### src/pkg/cmd_frame_pkg.sv
// Purpose: shared constants and types for the serial flash command front end
// Assumes: mclk at 100 MHz
// Notes: opcodes and address field layout of the framed commands
package cmd_frame_pkg;
  localparam int unsigned CLK_HZ = 100_000_000;
  // power-up timing
  localparam int unsigned SUPPLY_TO_SELECT_WAIT_US = 70;
  localparam int unsigned FIRST_PROGRAM_ERASE_DELAY_MS = 5;
  localparam int unsigned SELECT_WAIT_CYCLES = SUPPLY_TO_SELECT_WAIT_US * (CLK_HZ / 1_000_000);
  localparam int unsigned PROGRAM_DELAY_CYCLES = FIRST_PROGRAM_ERASE_DELAY_MS * (CLK_HZ / 1_000);
  // address field layout
  localparam int unsigned ADDR_BITS = 24;
  localparam int unsigned LEAD_DUMMY_BITS = 2;
  localparam int unsigned PAGE_BITS = 12;
  localparam int unsigned BYTE_BITS = 10;
  localparam int unsigned BYTE_LSB = 0;
  localparam int unsigned PAGE_LSB = BYTE_BITS;
  // opcodes
  localparam logic [7:0] OP_PAGE_ERASE_BUF1 = 8'h81;
  localparam logic [7:0] OP_PROG_BUF1 = 8'h82;
  localparam logic [7:0] OP_PROG_ERASE_BUF1 = 8'h83;
  localparam logic [7:0] OP_PROG_ERASE_BUF2 = 8'h86;
  localparam logic [7:0] OP_BUF2_WRITE = 8'h87;
  localparam logic [7:0] OP_PROG_NOERASE_BUF1 = 8'h88;
  localparam logic [7:0] OP_PROG_NOERASE_BUF2 = 8'h89;
  localparam logic [7:0] OP_BUF_READ_D1 = 8'hD1;
  localparam logic [7:0] OP_MAIN_READ_D2 = 8'hD2;
  localparam logic [7:0] OP_BUF_READ_D3 = 8'hD3;
  localparam logic [7:0] OP_BUF_READ_D4 = 8'hD4;
  localparam logic [7:0] OP_BUF_READ_D6 = 8'hD6;
  localparam logic [2:0] D2_DUMMY_BYTES = 3'h4;
  localparam logic [2:0] BUF_READ_DUMMY_BYTES = 3'h1;
  // clock mode codes
  localparam logic SPI_MODE0 = 1'b0;
  localparam logic SPI_MODE3 = 1'b1;
  localparam logic RESET_MODE = SPI_MODE3;

  typedef enum logic [1:0] {ADDR_FULL, ADDR_PAGE, ADDR_BYTE, ADDR_NONE} addr_kind_e;

  typedef struct packed {
    addr_kind_e kind;
    logic [2:0] dummy_bytes;
    logic is_program;
  } op_info_s;
endpackage : cmd_frame_pkg

### src/pkg/frame_if.sv
// Purpose: carries a decoded command frame between the front end modules
// Assumes: single clock domain
// Notes: valid is a one-cycle pulse
`timescale 1ns/1ps
`default_nettype none
interface frame_if;
  logic [7:0] opcode;
  logic [23:0] addr;
  logic valid;
  logic [11:0] page;
  logic [9:0] byte_addr;
  logic [2:0] dummy_bytes;
  logic is_program;
  logic out_valid;
  modport src (output opcode, addr, valid, input page, byte_addr, dummy_bytes, is_program, out_valid);
  modport dec (input opcode, addr, valid, output page, byte_addr, dummy_bytes, is_program, out_valid);
endinterface : frame_if
`default_nettype wire

### src/hw/addr_field_split.sv
// Purpose: splits a 24-bit address field into page and byte parts per opcode
// Assumes: opcode and address valid together for one cycle
// Notes: result registered, one cycle after valid
`timescale 1ns/1ps
`default_nettype none
module addr_field_split
  import cmd_frame_pkg::*;
(
  // clock and reset
  input wire logic mclk,
  input wire logic resetn,
  // frame
  frame_if.dec fr
);
  typedef struct packed {
    logic [11:0] page;
    logic [9:0] byte_addr;
    logic [2:0] dummy_bytes;
    logic is_program;
    logic out_valid;
  } split_s;

  split_s state;
  split_s next_state;

  // address kind and dummy count per opcode
  function automatic op_info_s classify(input logic [7:0] op);
    op_info_s info;
    info = '{kind: ADDR_NONE, dummy_bytes: 3'h0, is_program: 1'b0};
    case (op)
      OP_PROG_BUF1: info = '{ADDR_FULL, 3'h0, 1'b1};
      OP_MAIN_READ_D2: info = '{ADDR_FULL, D2_DUMMY_BYTES, 1'b0};
      OP_PAGE_ERASE_BUF1, OP_PROG_ERASE_BUF2, OP_PROG_NOERASE_BUF1, OP_PROG_NOERASE_BUF2,
      OP_PROG_ERASE_BUF1:
        info = '{ADDR_PAGE, 3'h0, 1'b1};
      OP_BUF2_WRITE, OP_BUF_READ_D1, OP_BUF_READ_D3: info = '{ADDR_BYTE, 3'h0, 1'b0};
      OP_BUF_READ_D4, OP_BUF_READ_D6: info = '{ADDR_BYTE, BUF_READ_DUMMY_BYTES, 1'b0};
      default: info = '{ADDR_NONE, 3'h0, 1'b0};
    endcase
    return info;
  endfunction

  // dummy positions read as zero so ignored bits never leak
  always_comb
  begin
    op_info_s info;
    info = classify(fr.opcode);
    next_state = state;
    next_state.out_valid = fr.valid;
    if (fr.valid)
    begin
      next_state.page = (info.kind == ADDR_FULL || info.kind == ADDR_PAGE) ?
        fr.addr[PAGE_LSB +: PAGE_BITS] : 12'h000;
      next_state.byte_addr = (info.kind == ADDR_FULL || info.kind == ADDR_BYTE) ?
        fr.addr[BYTE_LSB +: BYTE_BITS] : 10'h000;
      next_state.dummy_bytes = info.dummy_bytes;
      next_state.is_program = info.is_program;
    end
  end

  always_ff @(posedge mclk or negedge resetn)
  begin
    if (!resetn)
      state <= '0;
    else
      state <= next_state;
  end

  assign fr.page = state.page;
  assign fr.byte_addr = state.byte_addr;
  assign fr.dummy_bytes = state.dummy_bytes;
  assign fr.is_program = state.is_program;
  assign fr.out_valid = state.out_valid;
endmodule // addr_field_split
`default_nettype wire

### src/hw/cmd_frame_front.sv
// Purpose: serial flash command front end: framing, mode detect, power-up gating
// Assumes: sck, cs_n, si arrive asynchronously and are sampled by mclk
// Notes: serial output stays released; data return is outside this block
`timescale 1ns/1ps
`default_nettype none
module cmd_frame_front
  import cmd_frame_pkg::*;
#(
  parameter int unsigned PROGRAM_DELAY = PROGRAM_DELAY_CYCLES,
  parameter int unsigned SELECT_WAIT = SELECT_WAIT_CYCLES
)
(
  // clock and reset
  input wire logic mclk,
  input wire logic resetn,
  // power-on reset from supply monitor, active high
  input wire logic por_active,
  // serial pins
  input wire logic sck,
  input wire logic cs_n,
  input wire logic si,
  output logic so_out,
  output logic so_oe,
  // decoded command
  output logic [7:0] opcode,
  output logic [11:0] page,
  output logic [9:0] byte_addr,
  output logic [2:0] dummy_bytes,
  output logic cmd_valid,
  output logic program_start,
  output logic program_deferred,
  // status
  output logic spi_mode,
  output logic standby
);
  import cmd_frame_pkg::*;

  // the power-up counter is 23 bits wide, so longer delays cannot be counted
  if (PROGRAM_DELAY < 1 || PROGRAM_DELAY > 32'h0080_0000)
  begin : g_bad_program_delay
    $error("program delay out of range");
  end
  // the wait itself is kept by the host; a zero wait means a broken setup
  if (SELECT_WAIT < 1)
  begin : g_bad_select_wait
    $error("select wait must be at least one cycle");
  end

  // frame phases; ST_POR holds everything while the supply settles
  typedef enum logic [1:0] {ST_POR, ST_IDLE, ST_OPCODE, ST_ADDR} phase_e;

  typedef struct packed {
    logic [1:0] sck_sync;
    logic [1:0] cs_sync;
    logic [1:0] si_sync;
    logic [1:0] por_sync;
    logic sck_prev;
    logic cs_prev;
    phase_e phase;
    logic [4:0] bit_cnt;
    logic [7:0] op;
    logic [23:0] addr;
    logic addr_valid;
    logic mode;
    logic [22:0] pu_cnt;
    logic pu_done;
    logic first_done;
    logic pend;
    logic prog_start;
    logic deferred;
    logic [7:0] op_out;
    logic [11:0] page_out;
    logic [9:0] byte_out;
    logic [2:0] dummy_out;
    logic valid_out;
    logic standby_out;
    logic so_level;
    logic so_drive;
  } front_s;

  // whole module state, registered in one place
  front_s state;
  front_s next_state;

  // decoded fields come back one cycle after the frame
  frame_if fr ();

  addr_field_split u_split (
    .mclk(mclk),
    .resetn(resetn),
    .fr(fr)
  );

  // opcodes that carry an address field after them
  function automatic logic has_addr(input logic [7:0] op);
    case (op)
      OP_PAGE_ERASE_BUF1, OP_PROG_BUF1, OP_PROG_ERASE_BUF1, OP_PROG_ERASE_BUF2, OP_BUF2_WRITE,
      OP_PROG_NOERASE_BUF1, OP_PROG_NOERASE_BUF2, OP_BUF_READ_D1, OP_MAIN_READ_D2,
      OP_BUF_READ_D3, OP_BUF_READ_D4, OP_BUF_READ_D6:
        has_addr = 1'b1;
      default:
        has_addr = 1'b0;
    endcase
  endfunction

  // captured opcode and address go to the splitter as one frame
  assign fr.opcode = state.op;
  assign fr.addr = state.addr;
  assign fr.valid = state.addr_valid;

  // main sequencing; edges taken only from second sync stage
  always_comb
  begin
    logic sck_rise;
    logic cs_fall;
    logic cs_rise;
    logic por;
    sck_rise = 1'b0;
    cs_fall = 1'b0;
    cs_rise = 1'b0;
    por = 1'b0;
    next_state = state;
    next_state.sck_sync = {state.sck_sync[0], sck};
    next_state.cs_sync = {state.cs_sync[0], cs_n};
    next_state.si_sync = {state.si_sync[0], si};
    next_state.por_sync = {state.por_sync[0], por_active};
    next_state.sck_prev = state.sck_sync[1];
    next_state.cs_prev = state.cs_sync[1];
    next_state.addr_valid = 1'b0;
    next_state.prog_start = 1'b0;
    // no command here returns data, so the output pin stays released
    next_state.so_level = 1'b0;
    next_state.so_drive = 1'b0;
    sck_rise = state.sck_sync[1] && !state.sck_prev;
    cs_fall = !state.cs_sync[1] && state.cs_prev;
    cs_rise = state.cs_sync[1] && !state.cs_prev;
    por = state.por_sync[1];

    // power-up delay counter runs from power-on reset release
    if (!state.pu_done)
    begin
      if (state.pu_cnt >= 23'(PROGRAM_DELAY - 1))
        next_state.pu_done = 1'b1;
      else
        next_state.pu_cnt = state.pu_cnt + 23'h000001;
    end

    // a deferred first program is released once the delay runs out
    if (state.pend && state.pu_done)
    begin
      next_state.pend = 1'b0;
      next_state.prog_start = 1'b1;
      next_state.deferred = 1'b0;
    end

    case (state.phase)
      ST_POR:
      begin
        if (!por)
        begin
          next_state.phase = ST_IDLE;
          next_state.standby_out = 1'b1;
        end
      end
      ST_IDLE:
      begin
        // only a select fall seen after reset can open a command
        if (cs_fall)
        begin
          next_state.mode = state.sck_sync[1] ? SPI_MODE3 : SPI_MODE0;
          next_state.phase = ST_OPCODE;
          next_state.bit_cnt = 5'h00;
          next_state.standby_out = 1'b0;
        end
      end
      ST_OPCODE:
      begin
        if (sck_rise)
        begin
          next_state.op = {state.op[6:0], state.si_sync[1]};
          next_state.bit_cnt = state.bit_cnt + 5'h01;
          if (state.bit_cnt == 5'h07)
          begin
            next_state.bit_cnt = 5'h00;
            // without an address the frame is over; later bits are ignored
            if (has_addr({state.op[6:0], state.si_sync[1]}))
              next_state.phase = ST_ADDR;
            else
              next_state.phase = ST_IDLE;
          end
        end
      end
      ST_ADDR:
      begin
        if (sck_rise)
        begin
          next_state.addr = {state.addr[22:0], state.si_sync[1]};
          next_state.bit_cnt = state.bit_cnt + 5'h01;
          if (state.bit_cnt == 5'(ADDR_BITS - 1))
          begin
            next_state.addr_valid = 1'b1;
            next_state.phase = ST_IDLE;
          end
        end
      end
      default:
        next_state.phase = ST_POR;
    endcase

    // select rising aborts any partial frame
    if (cs_rise && state.phase != ST_POR)
    begin
      next_state.phase = ST_IDLE;
      next_state.standby_out = 1'b1;
    end

    // decoded frame back from the splitter
    if (fr.out_valid)
    begin
      next_state.op_out = state.op;
      next_state.page_out = fr.page;
      next_state.byte_out = fr.byte_addr;
      next_state.dummy_out = fr.dummy_bytes;
      next_state.valid_out = 1'b1;
      if (fr.is_program && !state.first_done)
      begin
        next_state.first_done = 1'b1;
        if (!state.pu_done)
        begin
          next_state.pend = 1'b1;
          next_state.deferred = 1'b1;
        end
        else
          next_state.prog_start = 1'b1;
      end
      else if (fr.is_program)
        next_state.prog_start = 1'b1;
    end
    else
      next_state.valid_out = 1'b0;

    // power-on reset wipes any command and blocks the interface
    if (por)
    begin
      next_state.phase = ST_POR;
      next_state.standby_out = 1'b0;
      next_state.addr_valid = 1'b0;
      next_state.valid_out = 1'b0;
      next_state.prog_start = 1'b0;
      next_state.pend = 1'b0;
      next_state.deferred = 1'b0;
      next_state.mode = RESET_MODE;
      // a fresh power-up restarts the first program delay
      next_state.pu_cnt = 23'h000000;
      next_state.pu_done = 1'b0;
      next_state.first_done = 1'b0;
    end
  end

  // idle levels after reset, so no false select or power-up edge follows
  always_ff @(posedge mclk or negedge resetn)
  begin
    if (!resetn)
    begin
      state <= '0;
      state.phase <= ST_POR;
      state.mode <= RESET_MODE;
      state.sck_sync <= 2'h3;
      state.cs_sync <= 2'h3;
      state.sck_prev <= 1'b1;
      state.cs_prev <= 1'b1;
      state.por_sync <= 2'h3;
    end
    else
      state <= next_state;
  end

  // output driven low but released; nothing in this block returns data
  assign so_out = state.so_level;
  assign so_oe = state.so_drive;
  assign opcode = state.op_out;
  assign page = state.page_out;
  assign byte_addr = state.byte_out;
  assign dummy_bytes = state.dummy_out;
  assign cmd_valid = state.valid_out;
  assign program_start = state.prog_start;
  assign program_deferred = state.deferred;
  assign spi_mode = state.mode;
  assign standby = state.standby_out;
endmodule // cmd_frame_front
`default_nettype wire

### config.mk
export PLATFORM = sky130hd
export DESIGN_NAME = cmd_frame_front
export DESIGN_NICKNAME = d
export VERILOG_FILES = /design/src/pkg/cmd_frame_pkg.sv /design/src/pkg/frame_if.sv /design/src/hw/addr_field_split.sv /design/src/hw/cmd_frame_front.sv
export SDC_FILE = /design/constraint.sdc
export NUM_CORES = 1
export LEC_CHECK = 0
export BUFFER_PORTS_ARGS = -buffer_cell sky130_fd_sc_hd__buf_4
export CAP_MARGIN = 25
export CORE_MARGIN = 2
export CORE_UTILIZATION = 40
export CTS_BUF_LIST = sky130_fd_sc_hd__clkbuf_8
export DETAILED_ROUTE_END_ITERATION = 10
export SKIP_CTS_REPAIR_TIMING = 1
export SLEW_MARGIN = 30
export SYNTH_ARGS = -nofsm -noshare
export SYNTH_HDL_FRONTEND = slang
export SYNTH_SLANG_ARGS = --single-unit
### constraint.sdc
create_clock -name mclk -period 2.75 [get_ports mclk]
set_clock_uncertainty 0.2 [all_clocks]
set_input_delay 0.55 -clock mclk [delete_from_list [all_inputs] [get_ports mclk]]
set_output_delay 0.55 -clock mclk [all_outputs]
set_load 0.005 [all_outputs]
# Yosys cells after proc, flatten, opt, wreduce, memory -nomap -nowiden
# Cells that the tools add are included.
totals:
  word_cells: 147
  inputBits: 6
  out_inout_bits: 40
  reg_bits: 139
op_classes:
  muxes: 41
  order_cmp: 1
  n_eq_ne: 41
  n_reduce_logical: 33
  add_sub_neg: 2
op_table:
  columns: ["operator", "count"]
  rows:
  - ["8-bit equality test, second input constant", 24]
  - ["37-bit two-way mux", 1]
  - ["30-bit two-way mux", 1]
  - ["6-bit case mux with 5 select lines", 1]
  - ["24-bit two-way mux", 1]
  - ["23-bit by 1-bit adder with 23-bit output, second input constant", 1]
  - ["23-bit by 19-bit greater-or-equal comparator with 1-bit output, second input constant", 1]
  - ["23-bit two-way mux", 1]
  - ["7-bit two-way mux", 3]
  - ["1-bit two-way mux", 20]
  - ["4-bit inequality test, second input constant", 5]
  - ["15-bit two-way mux", 1]
  - ["5-bit case mux with 3 select lines", 1]
  - ["12-bit two-way mux", 1]
  - ["2-bit two-way mux", 6]
  - ["2-bit AND reduction", 6]
  - ["12-bit OR reduction", 1]
  - ["10-bit two-way mux", 1]
  - ["2-bit nonzero test", 5]
  - ["2-bit inequality test, second input constant", 4]
  - ["2-bit case mux with 4 select lines", 1]
  - ["2-bit equality test, second input constant", 3]
  - ["1-bit logical AND", 6]
  - ["5-bit by 1-bit adder with 5-bit output, second input constant", 1]
  - ["16 further kinds", 22]

# Depth between registers and ports, before layout
logic_depth:
  word_depth: 12
  depth_mapped: 8
  ltp_nobuf: 7

# By module
# A second synthesis with hierarchy kept.
hier_totals:
  cells_unflattened: 543
  area_unflattened_um2: 6461.2
modules_own_cells:
  columns: ["module", "area_per_inst_um2", "instances", "seq_area_each_um2", "cells_per_inst"]
  rows:
  - ["cmd_frame_front", 5124.9, 1, 2864.0, 426]
  - ["addr_field_split", 1336.3, 1, 650.6, 117]

# Least setup slack after synthesis
# No wires, ideal clock.
synth_path:
  kind: "reg-to-reg"
  from: "reg state[104] (netlist bit)"
  to: "reg state[105] (netlist bit)"
  period_less_slack_ns: 2.251
  setup_slack_ns: 0.499
  t_arrival_ns: 1.957
  setup_time_ns: 0.094
  path_stages_with_launch: 8
  n_path_buf: 0
  required_time_ns: 2.456
  cell_sequence: "dfrtp_1 inv_1 ha_1 nand3b_1 or4b_2 nor4_1 o2111ai_1 a211oi_1"
synth_via:
  elab_chain_cells: 4
  elab_cells_between_ends: 15
  classes_between: "eq/ne: 8; mux: 3; reduce/logical: 4"
synth_rtl:
  columns: ["element", "line", "text"]
  rows:
  - ["start: declaration", "cmd_frame_front.sv:82", "front_s state;"]
  - ["start signal: assignment", "cmd_frame_front.sv:275", "state <= next_state;"]
  - ["2-bit equality test (tied with other cells)", "cmd_frame_front.sv:156", "case (state.phase)"]
  - ["2-bit case mux with 4 select lines / 1-bit logical AND (equally long branches)", "cmd_frame_front.sv:156, cmd_frame_front.sv:211", null]
  - ["2-bit two-way mux / 4-bit inequality test (equally long branches)", null, null]
  - ["2-bit two-way mux / 5-bit AND reduction (equally long branches)", null, null]
# Several ways; a longest one is shown, not always the timed one.
# A chain may end at the register's enable or synchronous reset.

# Final worst setup path
# Same ends and word-level chain as after synthesis.

==> reports/qor.csv <==
stage;metric;value;unit
run_status;outcome;complete, no violations;
final_layout;share of post-route cells with drive strength above 1;0.3039;
sta;hold_ws;0.1565;ns
setup_path;launching point of the worst reg2reg path;state[104];
setup_path;slowest stage delay, CP;0.61;ns
setup_path;crit-path cells;inv_1 -> ha_1 -> nand3b_1 -> or4b_2 -> nor4_1 -> o2111ai_1 -> a211oi_1;
power_and_ir_drop;maximum vdd drop;0.3527;mV
placed_design;hpwl dp;7293;µm
setup_path;Worst EP arrival;2.64;ns
detailed_routing;DRT iter0 DRCs;198;
global_route;largest net degree at the start of global routing;56;
clock_tree;clock slew at reported path FFs;0.08;ns
setup_path;CP startpoint;state[104];
yosys;leading area contributor after synthesis;dfrtp_1;
power_and_ir_drop;Final Power;4.109;mW
sta;Slew @ Worst Pin;0.6465;ns
floorplanning;# rows;45;
sta;Setup TNS;0;ns
hold_path;hold wc startpoint;next_state[109];
detailed_routing;average vias per placed instance;5.215;
final_layout;Finished Layout Cells;731;
floorplanning;Die Span Y;127.4;µm
setup_path;Reg2Reg Capture Point;state[105];
yosys;top cell type's share of synthesized area;0.5257;
clock_tree;Num CTS Buffers;17;
setup_path;CP required;2.89;ns
global_route;total congestion overflow;0;
setup_path;CP endpoint kind;flip-flop;
detailed_routing;via count;3812;
clock_tree;clk_lat worst skew;0.44;ns
detailed_routing;Post-Route WL;11060;µm
global_route;GRT Resource Usage Total;0.1472;
yosys;top_reg_cell synth;dfrtp_1;
flow_run;max_cap viols;0;
hold_path;Hold Path Stages;0;
final_layout;fin util;0.4577;
sta;setup ws final;0.2540;ns
detailed_routing;# DRC;0;
global_route;antenna violations before repair;0;
clock_tree;CTS tree;yes;
yosys;synthesized area;6093;µm²
placed_design;pre-CTS setup slack;0.3013;ns
setup_path;CP startpoint kind;flip-flop;
setup_path;peak fanout along the critical path;6;
floorplanning;core footprint;15030;µm²
clock_tree;number of H-tree levels;4;
sta;Slew Limit Headroom;0.5690;
global_route;vias in the first global route;3798;
hold_path;Worst Hold Path EP;state[109];
setup_path;reg-to-reg slack, setup;0.25;ns
sta;RSZ-0062 raised after global routing;no;
yosys;number of flops mapped to enable cells by yosys;0;
floorplanning;io pins;46;
final_layout;final-stage net count;542;
yosys;largest cells by area after synthesis;dfrtp_1 (53%), mux2_2 (12%), buf_4 (4.3%), dfstp_2 (3.9%), nor2_1 (2.3%);
sta;post-layout min period;2.496;ns
setup_path;slowest stage cell, crit path;or4b_2;
clock_tree;CTS Sinks;137;
sta;period utilisation layout;0.9076;
detailed_routing;WL per Instance;15.12;µm
final_layout;Layout area overhead;12.92;%
placed_design;gpl congestion;0.8367;
placed_design;dpl cell area;6381;µm²
setup_path;Crit Path Class;reg2reg;
power_and_ir_drop;LEAKAGE;3.210;nW
placed_design;input/output buffers;42;
sta;setup violators final;0;
yosys;Yosys reg bits;137;
yosys;Unique masters post-synth;58;
yosys;Synth Instances;511;
detailed_routing;DRT antenna net count;0;
power_and_ir_drop;Pwr Density;597.2;nW/µm²
detailed_routing;Pre-antenna DRT Iters;4;
final_layout;final instance area;6880;µm²
sta;FMAX;400.6;MHz
yosys;FFs w/ async S/R, synth;1.000;
floorplanning;Die ar.;16240;µm²
yosys;yosys warns;0;
yosys;post-synthesis area per instance;11.92;µm²
global_route;first-pass GRT wire length;19100;µm
floorplanning;Starting Density;0.4053;
hold_path;Hold/Removal Path Class;reg2reg;
setup_path;worst r2r path cells;7;
floorplanning;Die Span X;127.4;µm
sta;Final Hold Fails;0;
final_layout;ant diodes;0;
clock_tree;clock buffer depth;2;
yosys;post-synthesis sequential area ratio;0.5645;
placed_design;DP Cell Count;694;
sta;Final Slew Violations;0;
clock_tree;clock root buffer;clkbuf_8;
## routing by layer
layer	GRT usage	wire length (µm)	up-vias
met5	0	0	-
met4	0.05430	156	0
met3	0.04983	494	16
met2	0.2177	4998	78
met1	0.2019	5406	1898
li1	-	-	1820
## worst max-delay path: cells and delay by family (launching register included)
family	cells	cell delay [ns]
AND/OR/NAND/NOR	3	1.07
flip-flops	1	0.43
AO/OA/AOI/OAI	2	0.34
adder cells (fa/ha/maj)	1	0.26
buffers and inverters	1	0.10
## flip-flops by register name, indices dropped and copies added, names as in the netlist, 2 cells and up
signal                  count
byte_addr                  10
dummy_bytes                 2
fr.addr                    22
fr.opcode                   8
next_state                  6
opcode                      8
page                       12
state                      37
u_split.fr.byte_addr       10
u_split.fr.dummy_bytes      2
u_split.fr.page            12
## area by class of cell
| cell class | instances | area, µm² |
|---|---|---|
| multi-input cells | 305 | 2255 |
| well taps | 188 | 235.2 |
| clock inverters | 13 | 187.7 |
| repair buffers | 57 | 456.7 |
| flip-flops and latches | 137 | 3440 |
| fillers | 1375 | 8153 |
| inverters | 12 | 45.04 |
| clock buffers | 19 | 261.5 |
## cells by family after synthesis
family          after synthesis  share of synthesized area
fa+ha+maj                     6                    0.01232
buf+inv                      71                    0.06735
mux                          77                     0.1394
simple gates                137                     0.1218
xor+xnor                      5                   0.007188
other cells                   1                  0.0006154
compound gates               77                    0.08686
flops                       137                     0.5645
## Yosys cell counts, drive strengths merged (3+ instances only)
master and count:
o41ai 5, a211oi 3, o311ai 3, nand3 8, dfstp 9, nand2b 5
o21ai 16, dfrtp 128, clkbuf 16, nor2b 9, nor4 7, o31ai 7
xnor2 3, nor3 6, nor2 38, or2 4, inv 12, mux2 63
and2 5, ha 6, nand2 27, or4 4, nand4 5, or3 5
buf 43, a22o 11, or4b 3, a21oi 18, mux2i 14
## power by group
part | switching, mW | total, mW | internal (mW)
logic | 0.105 | 0.178 | 0.0726
clock network | 0.794 | 1.84 | 1.05
registers | 0.0442 | 2.09 | 2.05
## cells in the final DEF, fill, tap and decap left out, drive strengths merged, types with 3 or more instances in the layout
master       count
dfrtp          128
mux2            63
buf             52
nor2            38
nand2           27
clkbuf          19
inv             19
a21oi           18
o21ai           16
mux2i           14
a22o            11
nor2b            9
dfstp            9
nand3            8
o31ai            7
nor4             7
nor3             6
ha               6
nand4            5
or3              5
o41ai            5
and2             5
nand2b           5
dlygate4sd3      5
or4              4
bufinv           4
or2              4
a211oi           3
o311ai           3
xnor2            3
conb             3
or4b             3
## worst max path at each step
stage,endpoint,slack (ns)
CTS,state[105],0.26
global placement,u_split.fr.page[7],0.36
global route,state[48],0.11
finish,state[105],0.25
floorplan,state[105],0.50
detailed placement,state[47],0.30
Power figures use the tool's default switching activity.
